===== src/hdl/dcic_pkg.sv =====
// Package: register map, field layout, resets, divider counts, carriers
`default_nettype none
package dcic_pkg;
   localparam int unsigned ADDR_W     = 8;
   localparam int unsigned DATA_W     = 8;
   localparam int unsigned FIFO_DEPTH = 8;

   localparam logic [7:0] OFS_SHORT = 8'h00;
   localparam logic [7:0] OFS_FULL  = 8'h01;
   localparam logic [7:0] OFS_CLKIC = 8'h02;
   localparam logic [7:0] OFS_MODE  = 8'h03;
   localparam logic [7:0] OFS_RXDAT = 8'h04;
   localparam logic [7:0] OFS_STAT  = 8'h05;

   // Clock / interrupt control fields
   localparam int unsigned CC_ACK_EN = 7;
   localparam int unsigned CC_BASE   = 6;
   localparam int unsigned CC_IRQ_EN = 5;
   localparam int unsigned CC_PEND   = 4;
   localparam int unsigned CC_PRE_HI = 3;
   // Mode control fields
   localparam int unsigned MC_PREBUF = 3;
   localparam int unsigned MC_MATCH  = 2;
   localparam int unsigned MC_DDC1   = 1;
   // Own address fields
   localparam int unsigned SA_LO = 4;
   localparam int unsigned FA_LO = 1;
   // Status fields
   localparam int unsigned ST_VALID = 4;
   localparam int unsigned ST_CNT_HI = 3;

   localparam logic [7:0] SHORT_RST = 8'hA0;
   localparam logic [7:0] FULL_RST  = 8'h00;
   localparam logic [7:0] CLKIC_RST = 8'h0F;
   localparam logic [7:0] MODE_RST  = 8'h08;

   localparam logic [8:0] DIV_SLOW = 9'h100;
   localparam logic [8:0] DIV_FAST = 9'h00A;

   // Events from the shift engine
   typedef struct packed {
      logic       addr_valid;
      logic [7:0] addr;
      logic       arb_lost;
      logic       byte_done;
      logic       rx_valid;
      logic [7:0] rx_byte;
   } dcic_evt_t;
endpackage
`default_nettype wire


===== src/hdl/dcic_top.sv =====
// Display channel serial control: registers, clocking, pending, rx FIFO
//
// Behaviour
// - Match received address to 4-bit short [7:4] or 7-bit full [7:1]
// - Own addresses always readable, writable only while module disabled
// - Clock-control bit 7 set drives acknowledge during reception
// - Bit 6 picks base clock: oscillator/10 when 0, /256 when 1
// - Serial clock equals base clock over prescaler plus one; reset 0xF
// - Bit 5 gates pending onto the interrupt request
// - Own address match sets pending bit 4
// - Arbitration lost as master sets pending
// - Each completed one-byte transfer sets pending
// - Entering transmit-only mode after pre-buffer use sets pending
// - Pending cleared by writing zero or module disable; one ignored
// - Control bit 3 puts pre-buffers between CPU and shift register
// - Pre-buffer bit 0 is normal mode, 1 uses buffers, reset one
// - Module enable bit one enables the whole module
// - Control bit 1 selects transmit-only sync-clock mode or bus mode
//
// Our own choices: the register addresses and strobed register access.
`default_nettype none

module dcic_fifo #(
   parameter int unsigned WIDTH = 8,
   parameter int unsigned DEPTH = 8
) (
   input  wire logic             clock,
   input  wire logic             rst_b,
   input  wire logic             flush,
   input  wire logic             in_valid,
   output logic                  in_ready,
   input  wire logic [WIDTH-1:0] in_data,
   output logic                  out_valid,
   input  wire logic             out_ready,
   output logic      [WIDTH-1:0] out_data,
   output logic [$clog2(DEPTH):0] count
);
   localparam int unsigned PW = $clog2(DEPTH);
   localparam logic [PW:0] FULL_CNT = (PW+1)'(DEPTH);

   logic [WIDTH-1:0] mem [DEPTH];
   logic [PW-1:0]    wr_ptr_reg;
   logic [PW-1:0]    rd_ptr_reg;
   logic [PW:0]      cnt_reg;
   logic [PW:0]      cnt_next;
   logic             ready_reg;
   wire              push = in_valid & ready_reg;
   wire              pop  = out_ready & (cnt_reg != '0);

   assign cnt_next  = cnt_reg + (PW+1)'(push) - (PW+1)'(pop);
   assign in_ready  = ready_reg;
   assign out_valid = (cnt_reg != '0);
   assign out_data  = mem[rd_ptr_reg];
   assign count     = cnt_reg;

   always_ff @(posedge clock) begin
      if (push) begin
         mem[wr_ptr_reg] <= in_data;
      end
   end

   // Ready is registered so the source sees a clean back-pressure level
   always_ff @(posedge clock or negedge rst_b) begin
      if (!rst_b) begin
         wr_ptr_reg <= '0;
         rd_ptr_reg <= '0;
         cnt_reg    <= '0;
         ready_reg  <= 1'b1;
      end else if (flush) begin
         wr_ptr_reg <= '0;
         rd_ptr_reg <= '0;
         cnt_reg    <= '0;
         ready_reg  <= 1'b1;
      end else begin
         wr_ptr_reg <= push ? PW'(wr_ptr_reg + 1'b1) : wr_ptr_reg;
         rd_ptr_reg <= pop  ? PW'(rd_ptr_reg + 1'b1) : rd_ptr_reg;
         cnt_reg    <= cnt_next;
         ready_reg  <= (cnt_next != FULL_CNT);
      end
   end
endmodule

// Counter that wraps at a programmable last value, one tick per wrap
module dcic_div #(
   parameter int unsigned W = 9
) (
   input  wire logic         clock,
   input  wire logic         rst_b,
   input  wire logic         clear,
   input  wire logic         step,
   input  wire logic [W-1:0] last,
   output logic              tick
);
   logic [W-1:0] cnt_reg;
   logic [W-1:0] cnt_next;
   logic         tick_reg;
   wire logic    wrap = step & (cnt_reg >= last);

   // Compare with >= so a lowered limit never strands the count above it
   assign cnt_next = wrap ? '0 : (step ? W'(cnt_reg + 1'b1) : cnt_reg);
   assign tick     = tick_reg;

   always_ff @(posedge clock or negedge rst_b) begin
      if (!rst_b) begin
         cnt_reg  <= '0;
         tick_reg <= 1'b0;
      end else if (clear) begin
         cnt_reg  <= '0;
         tick_reg <= 1'b0;
      end else begin
         cnt_reg  <= cnt_next;
         tick_reg <= wrap;
      end
   end
endmodule

// Own address comparator over the upper bits an address register uses
module dcic_cmp #(
   parameter int unsigned LO = 1
) (
   input  wire logic [7:0] seen,
   input  wire logic [7:0] own,
   output logic            hit
);
   assign hit = (seen[7:LO] == own[7:LO]);
endmodule

module dcic_top (
   input  wire logic             clock,
   input  wire logic             rst_b,
   // Register port
   input  wire logic [7:0]       reg_addr,
   input  wire logic [7:0]       reg_wdata,
   input  wire logic             reg_wr,
   input  wire logic             reg_rd,
   output logic      [7:0]       reg_rdata,
   // From status/data part
   input  wire logic             module_enable,
   input  wire logic             master_mode,
   input  wire dcic_pkg::dcic_evt_t evt,
   input  wire logic [7:0]       shift_data,
   output logic                  rx_byte_ready,
   // To shift engine
   output logic                  ack_drive,
   output logic                  serial_clock_tick,
   output logic                  addr_match,
   output logic                  ddc1_mode,
   output logic                  prebuf_enable,
   output logic                  irq
);
   localparam int unsigned CW = $clog2(dcic_pkg::FIFO_DEPTH) + 1;

   logic [7:0] short_reg;
   logic [7:0] full_reg;
   logic [7:0] clkic_reg;
   logic [7:0] clkic_next;
   logic       prebuf_reg;
   logic       ddc1_reg;
   logic       ddc1_prev_reg;
   logic       used_reg;
   logic       match_reg;
   logic       ack_reg;
   logic       irq_reg;
   logic [7:0] rdata_reg;
   logic [7:0] rdata_next;
   logic       base_tick;
   logic       sck_tick;
   logic       pend_next;

   wire logic [7:0]  fifo_head;
   wire logic        fifo_valid;
   wire logic [CW-1:0] fifo_cnt;

   // Address decode
   wire sel_short = (reg_addr == dcic_pkg::OFS_SHORT);
   wire sel_full  = (reg_addr == dcic_pkg::OFS_FULL);
   wire sel_clkic = (reg_addr == dcic_pkg::OFS_CLKIC);
   wire sel_mode  = (reg_addr == dcic_pkg::OFS_MODE);
   wire sel_rxdat = (reg_addr == dcic_pkg::OFS_RXDAT);
   wire sel_stat  = (reg_addr == dcic_pkg::OFS_STAT);

   wire addr_wr_ok = reg_wr & ~module_enable;
   wire pend_clr   = reg_wr & sel_clkic
                     & ~reg_wdata[dcic_pkg::CC_PEND];
   wire [3:0] pre_val = clkic_reg[dcic_pkg::CC_PRE_HI:0];

   // Own address compare, bus mode only
   wire logic short_hit;
   wire logic full_hit;

   dcic_cmp #(
      .LO (dcic_pkg::SA_LO)
   ) u_short_cmp (
      .seen (evt.addr),
      .own  (short_reg),
      .hit  (short_hit)
   );

   dcic_cmp #(
      .LO (dcic_pkg::FA_LO)
   ) u_full_cmp (
      .seen (evt.addr),
      .own  (full_reg),
      .hit  (full_hit)
   );

   wire addr_seen = evt.addr_valid & module_enable & ~ddc1_reg;
   wire hit       = addr_seen & (short_hit | full_hit);

   // Pending sources
   wire ev_match = hit;
   wire ev_arb   = evt.arb_lost & master_mode;
   wire ev_byte  = evt.byte_done;
   wire ev_ddc1  = ddc1_reg & ~ddc1_prev_reg & used_reg;
   wire pend_set = module_enable
                   & (ev_match | ev_arb | ev_byte | ev_ddc1);

   // Receive bytes land in the buffer only with pre-buffers on
   wire fifo_push = evt.rx_valid & prebuf_reg & module_enable;
   wire fifo_pop  = reg_rd & sel_rxdat & prebuf_reg;
   wire [8:0] base_lim = clkic_reg[dcic_pkg::CC_BASE]
                         ? dcic_pkg::DIV_SLOW
                         : dcic_pkg::DIV_FAST;
   wire [8:0] base_last = 9'(base_lim - 9'h001);

   dcic_fifo #(
      .WIDTH (dcic_pkg::DATA_W),
      .DEPTH (dcic_pkg::FIFO_DEPTH)
   ) u_rx_fifo (
      .clock     (clock),
      .rst_b     (rst_b),
      .flush     (~module_enable),
      .in_valid  (fifo_push),
      .in_ready  (rx_byte_ready),
      .in_data   (evt.rx_byte),
      .out_valid (fifo_valid),
      .out_ready (fifo_pop),
      .out_data  (fifo_head),
      .count     (fifo_cnt)
   );

   // Pending: hardware set beats a same-cycle software clear; disable wins
   always_comb begin
      pend_next = clkic_reg[dcic_pkg::CC_PEND];
      if (pend_clr) begin
         pend_next = 1'b0;
      end
      if (pend_set) begin
         pend_next = 1'b1;
      end
      if (!module_enable) begin
         pend_next = 1'b0;
      end
   end

   always_comb begin
      clkic_next = clkic_reg;
      if (reg_wr && sel_clkic) begin
         clkic_next = reg_wdata;
      end
      clkic_next[dcic_pkg::CC_PEND] = pend_next;
   end

   always_comb begin
      rdata_next = 8'h00;
      case (1'b1)
         sel_short: rdata_next = {short_reg[7:dcic_pkg::SA_LO], 4'h0};
         sel_full:  rdata_next = {full_reg[7:dcic_pkg::FA_LO], 1'b0};
         sel_clkic: rdata_next = clkic_reg;
         sel_mode:  rdata_next = {4'h0, prebuf_reg, match_reg,
                                  ddc1_reg, 1'b0};
         sel_rxdat: rdata_next = prebuf_reg ? fifo_head
                                            : shift_data;
         sel_stat:  rdata_next = {3'h0, fifo_valid,
                                  4'(fifo_cnt)};
         default:   rdata_next = 8'h00;
      endcase
   end

   // Register file
   always_ff @(posedge clock or negedge rst_b) begin
      if (!rst_b) begin
         short_reg  <= dcic_pkg::SHORT_RST;
         full_reg   <= dcic_pkg::FULL_RST;
         clkic_reg  <= dcic_pkg::CLKIC_RST;
         prebuf_reg <= dcic_pkg::MODE_RST[dcic_pkg::MC_PREBUF];
         ddc1_reg   <= dcic_pkg::MODE_RST[dcic_pkg::MC_DDC1];
      end else begin
         if (addr_wr_ok && sel_short) begin
            short_reg <= reg_wdata;
         end
         if (addr_wr_ok && sel_full) begin
            full_reg <= reg_wdata;
         end
         clkic_reg <= clkic_next;
         if (reg_wr && sel_mode) begin
            prebuf_reg <= reg_wdata[dcic_pkg::MC_PREBUF];
            ddc1_reg   <= reg_wdata[dcic_pkg::MC_DDC1];
         end
      end
   end

   // Pre-buffer use remembered until transmit-only mode is entered or a disable
   always_ff @(posedge clock or negedge rst_b) begin
      if (!rst_b) begin
         ddc1_prev_reg <= 1'b0;
         used_reg      <= 1'b0;
      end else begin
         ddc1_prev_reg <= ddc1_reg;
         if (ev_ddc1 || !module_enable) begin
            used_reg <= 1'b0;
         end else if (prebuf_reg && (ev_byte || fifo_push)) begin
            used_reg <= 1'b1;
         end
      end
   end

   // Match flag lives until the next address or a disable
   always_ff @(posedge clock or negedge rst_b) begin
      if (!rst_b) begin
         match_reg <= 1'b0;
      end else if (!module_enable) begin
         match_reg <= 1'b0;
      end else if (addr_seen) begin
         match_reg <= hit;
      end
   end

   // Base divider then prescaler; both idle while disabled
   dcic_div #(
      .W (9)
   ) u_base_div (
      .clock (clock),
      .rst_b (rst_b),
      .clear (~module_enable),
      .step  (1'b1),
      .last  (base_last),
      .tick  (base_tick)
   );

   dcic_div #(
      .W (4)
   ) u_pre_div (
      .clock (clock),
      .rst_b (rst_b),
      .clear (~module_enable),
      .step  (base_tick),
      .last  (pre_val),
      .tick  (sck_tick)
   );

   // Outputs
   always_ff @(posedge clock or negedge rst_b) begin
      if (!rst_b) begin
         ack_reg   <= 1'b0;
         irq_reg   <= 1'b0;
         rdata_reg <= 8'h00;
      end else begin
         ack_reg <= clkic_reg[dcic_pkg::CC_ACK_EN]
                    & module_enable & ~ddc1_reg;
         irq_reg <= clkic_next[dcic_pkg::CC_PEND]
                    & clkic_next[dcic_pkg::CC_IRQ_EN];
         rdata_reg <= reg_rd ? rdata_next : 8'h00;
      end
   end

   assign reg_rdata         = rdata_reg;
   assign ack_drive         = ack_reg;
   assign serial_clock_tick = sck_tick;
   assign addr_match        = match_reg;
   assign ddc1_mode         = ddc1_reg;
   assign prebuf_enable     = prebuf_reg;
   assign irq               = irq_reg;
endmodule
`default_nettype wire


===== config.mk =====
export PLATFORM = sky130hd
export DESIGN_NAME = dcic_top
export DESIGN_NICKNAME = d
export VERILOG_FILES = /design/src/hdl/dcic_pkg.sv /design/src/hdl/dcic_top.sv
export SDC_FILE = /design/constraint.sdc
export NUM_CORES = 1
export LEC_CHECK = 0
export ABC_AREA = 1
export BUFFER_PORTS_ARGS = -buffer_cell sky130_fd_sc_hd__buf_2
export CAP_MARGIN = 20
export CORE_MARGIN = 3
export CORE_UTILIZATION = 41
export CTS_CLUSTER_SIZE = 30
export DETAILED_ROUTE_END_ITERATION = 8
export PLACE_DENSITY = 0.6
export SLEW_MARGIN = 10
export SYNTH_ARGS = -nofsm -noshare
export SYNTH_HDL_FRONTEND = slang
export SYNTH_SLANG_ARGS = --single-unit

===== constraint.sdc =====
create_clock -name clock -period 2.25 [get_ports clock]
set_clock_uncertainty 0.15 [all_clocks]
set_input_delay 0.1125 -clock clock [delete_from_list [all_inputs] [get_ports clock]]
set_output_delay 0.1125 -clock clock [all_outputs]
set_load 0.005 [all_outputs]

==> metrics.md <==
| Metric | Value |
|---|---|
| Status | `complete, no violations` |
| Max clock buf depth | `2` |
| Slew @ Worst Pin | `768.7 ps` |
| CP required | `2430 ps` |
| GPL Wtd Cong | `0.8397` |
| Hold WC Path Type | `input pin to flop` |
| Final Hold Vio Count | `0` |
| Fin nets | `826` |
| Hpwl dp | `10040 um` |
| Post-synth top area share | `0.3144` |
| Via count | `4666` |
| Top cell type by total area after synthesis | `edfxtp_1` |
| Syn_nets | `703` |
| Synth top cells by count | `125 x nand2_1, 84 x nor2_1, 70 x inv_1` |
| Placed Cells | `888` |
| Final Setup Violations | `0` |
| Post-Synthesis Cells | `633` |
| Area grow syn2layout | `25.52%` |
| Post-Synth Adder-Cell Area | `0.04216` |
| Largest net degree at the start of global routing | `61` |
| Number of H-tree levels | `4` |
| Synth Area in Compound Gates | `0.08187` |
| Remaining DRCs | `0` |
| Distinct cells, synth | `39` |
| Worst vdd ir | `521.0 uV` |
| Leakage | `0.003489 uW` |
| Slew Limit Fails | `0` |
| Clock slew at the register clock pins of the worst setup and hold paths | `50 ps` |
| Finished Layout Cells | `949` |
| Multi-input gate area | `0.002318 mm^2` |
| Synth area leaders | `edfxtp_1 31%, dfrtp_1 21%, nand2_1 7.7%` |
| I/O Buffers | `63` |
| Hold_sp | `evt[10]` |
| Filler cells | `1292` |
| Kind of critical path | `flop to flop` |
| Syn Std Cell Area | `0.006113 mm^2` |
| Num CTS Buffers | `17` |
| Total power | `5425 uW` |
| Share of layout cells above drive strength 1 | `0.2211` |
| Final Util | `0.5403` |
| M1 GR Usage | `0.2458` |
| M2 GR Usage | `0.2991` |
| Power density cells | `707.0 mW/mm^2` |
| Gr busiest metal | `met2` |
| Reg2reg start | `u_rx_fifo.count[3]$_DFF_PN0_` |
| Post-synth EDFFs | `64` |
| Slew headroom | `0.4876` |
| Crit start category | `flop` |
| Post-synthesis area per instance | `9.658 um^2` |
| Synth Register Bits | `124` |
| Register Area | `0.003433 mm^2` |
| Worst-path maximum fanout | `2` |
| Antenna diodes | `0` |
| Period utilisation layout | `0.9635` |
| Largest family of logic cells by synthesized area | `simple AND/OR/NAND/NOR gates` |
| Post-route ant nets | `0` |
| Max-cap viol count | `0` |
| Die Y | `128.1 um` |
| FMAX | `461.3 MHz` |
| Starting DRT DRC Count | `279` |
| GR Util met3 | `0.04958` |
| FP Rows | `43` |
| Critical path arrival | `2350 ps` |
| Die area | `0.01641 mm^2` |
| Core area | `0.01420 mm^2` |
| Clk sinks | `124` |
| I/O pins | `65` |
| Yosys warning count | `0` |
| XOR/XNOR Fraction of Synth Area | `0.03152` |
| CTS tree | `built` |
| Synth Area in Simple Gates | `0.2133` |
| Vias in the first global route | `4886` |
| Starting Density | `0.4304` |
| Asr flop ratio synth | `0.4839` |
| Wire length per cell | `15.33 um` |
| CTS Root Cell | `clkbuf_16` |
| Initial antenna violation count | `0` |
| Count leader, synth | `nand2_1` |
| First-pass DRT Iterations | `4` |
| Worst-Skew Late Latency | `410 ps` |
| First-pass GRT wire length | `24050 um` |
| Mux contribution to synthesized area | `0.001842` |
| Crit. End Element | `flop` |
| Crit. Startpoint | `u_rx_fifo.count[3]$_DFF_PN0_` |
| Gr ovfl total | `0` |
| Post-synthesis sequential area ratio | `0.5616` |
| Total Wirelength | `14550 um` |
| Crit path time final | `2168 ps` |
| Max FFs per register | `64` |
| DR vias/cell | `4.917` |
| Die Wd | `128.1 um` |
| Primary FF master, synth | `edfxtp_1` |
| GRT Total Usage | `0.1872` |
## per-stage QoR
stage,hold WS [ps],area (um^2),setup slack [ps],TNS (ps)
2_1_floorplan,-333.1,6113,55.22,0
3_3_place_gp,164.3,6753,-46.80,-66.46
3_5_place_dp,174.1,6753,-105.8,-197.8
4_1_cts,5.758,7615,1.252,0
5_1_grt,35.14,7674,-33.80,-33.80
6_report,3.175,7674,82.02,0
## worst paths after layout
check                                                   to  slack [ps]  cells after the start
min in group asynchronous  u_base_div.cnt_reg[1]$_DFF_PN0_         230                      3
max in group asynchronous           clkic_reg[5]$_DFF_PN0_        1190                      3
hold / removal                      clkic_reg[4]$_DFF_PN0_           3                      7
setup reg to reg              u_rx_fifo.in_ready$_DFF_PN1_          80                     12
setup / recovery              u_rx_fifo.in_ready$_DFF_PN1_          80                     12
hold reg to reg                   clkic_reg[1]$_DFFE_PN1P_         330                      2
## cells in the final DEF (no fill, tap or decap), drive strengths merged, types with 19 or more instances in the layout
cell           n
nand2        130
buf           94
nor2          90
inv           77
edfxtp        64
dfrtp         52
nand3         52
o21ai         45
dlygate4sd3   27
o211ai        22
clkbuf        19
ha            19
## area by class of cell
class | instances | area share
clock inverters | 13 | 0.01940
repair buffers | 121 | 0.1066
well taps | 180 | 0.02935
clock buffers | 19 | 0.05642
flip-flops and latches | 124 | 0.4474
inverters | 78 | 0.03864
multi-input cells | 414 | 0.3021
## cell families (layout without fill, tap and decap cells)
kind of cell,after synthesis,in the layout
compound gates,82,82
simple gates,289,289
fa+ha+maj,20,20
xor+xnor,22,22
flops,124,124
mux,1,1
buf+inv,95,231
## critical path: stages (launching register included)
cell,delay (ps)
dfrtp_1,380
inv_2,80
ha_4,130
nand3_2,80
nand3_2,110
inv_4,40
ha_4,200
inv_2,60
ha_4,130
inv_2,40
fa_2,400
xor2_2,160
nand4_1,110
## layer usage
metal / wire length (um) / vias to the layer above
met5: 0 / -
met4: 277 / 0
met3: 608 / 21
met2: 6916 / 83
met1: 6748 / 2212
li1: - / 2350
## report_power, final
group / internal (uW) / switching, uW / total (uW)
combinational: 129 / 168 / 298
clock: 1720 / 955 / 2680
sequential: 2420 / 26.0 / 2450
total: 4280 / 1150 / 5420
## repair_timing
| item | 4_1_cts | 5_1_grt |
|---|---|---|
| buffers inserted | 0 | 2 |
| endpoints found under the hold margin | 145 | 0 |
| hold buffers | 27 | 0 |
| gates cloned | 0 | 0 |
| endpoints found under the setup margin | 2 | 4 |
| gates resized for setup | 2 | 11 |
| pin swaps | 2 | 4 |
Note: power is estimated with default switching activity, not from simulation.
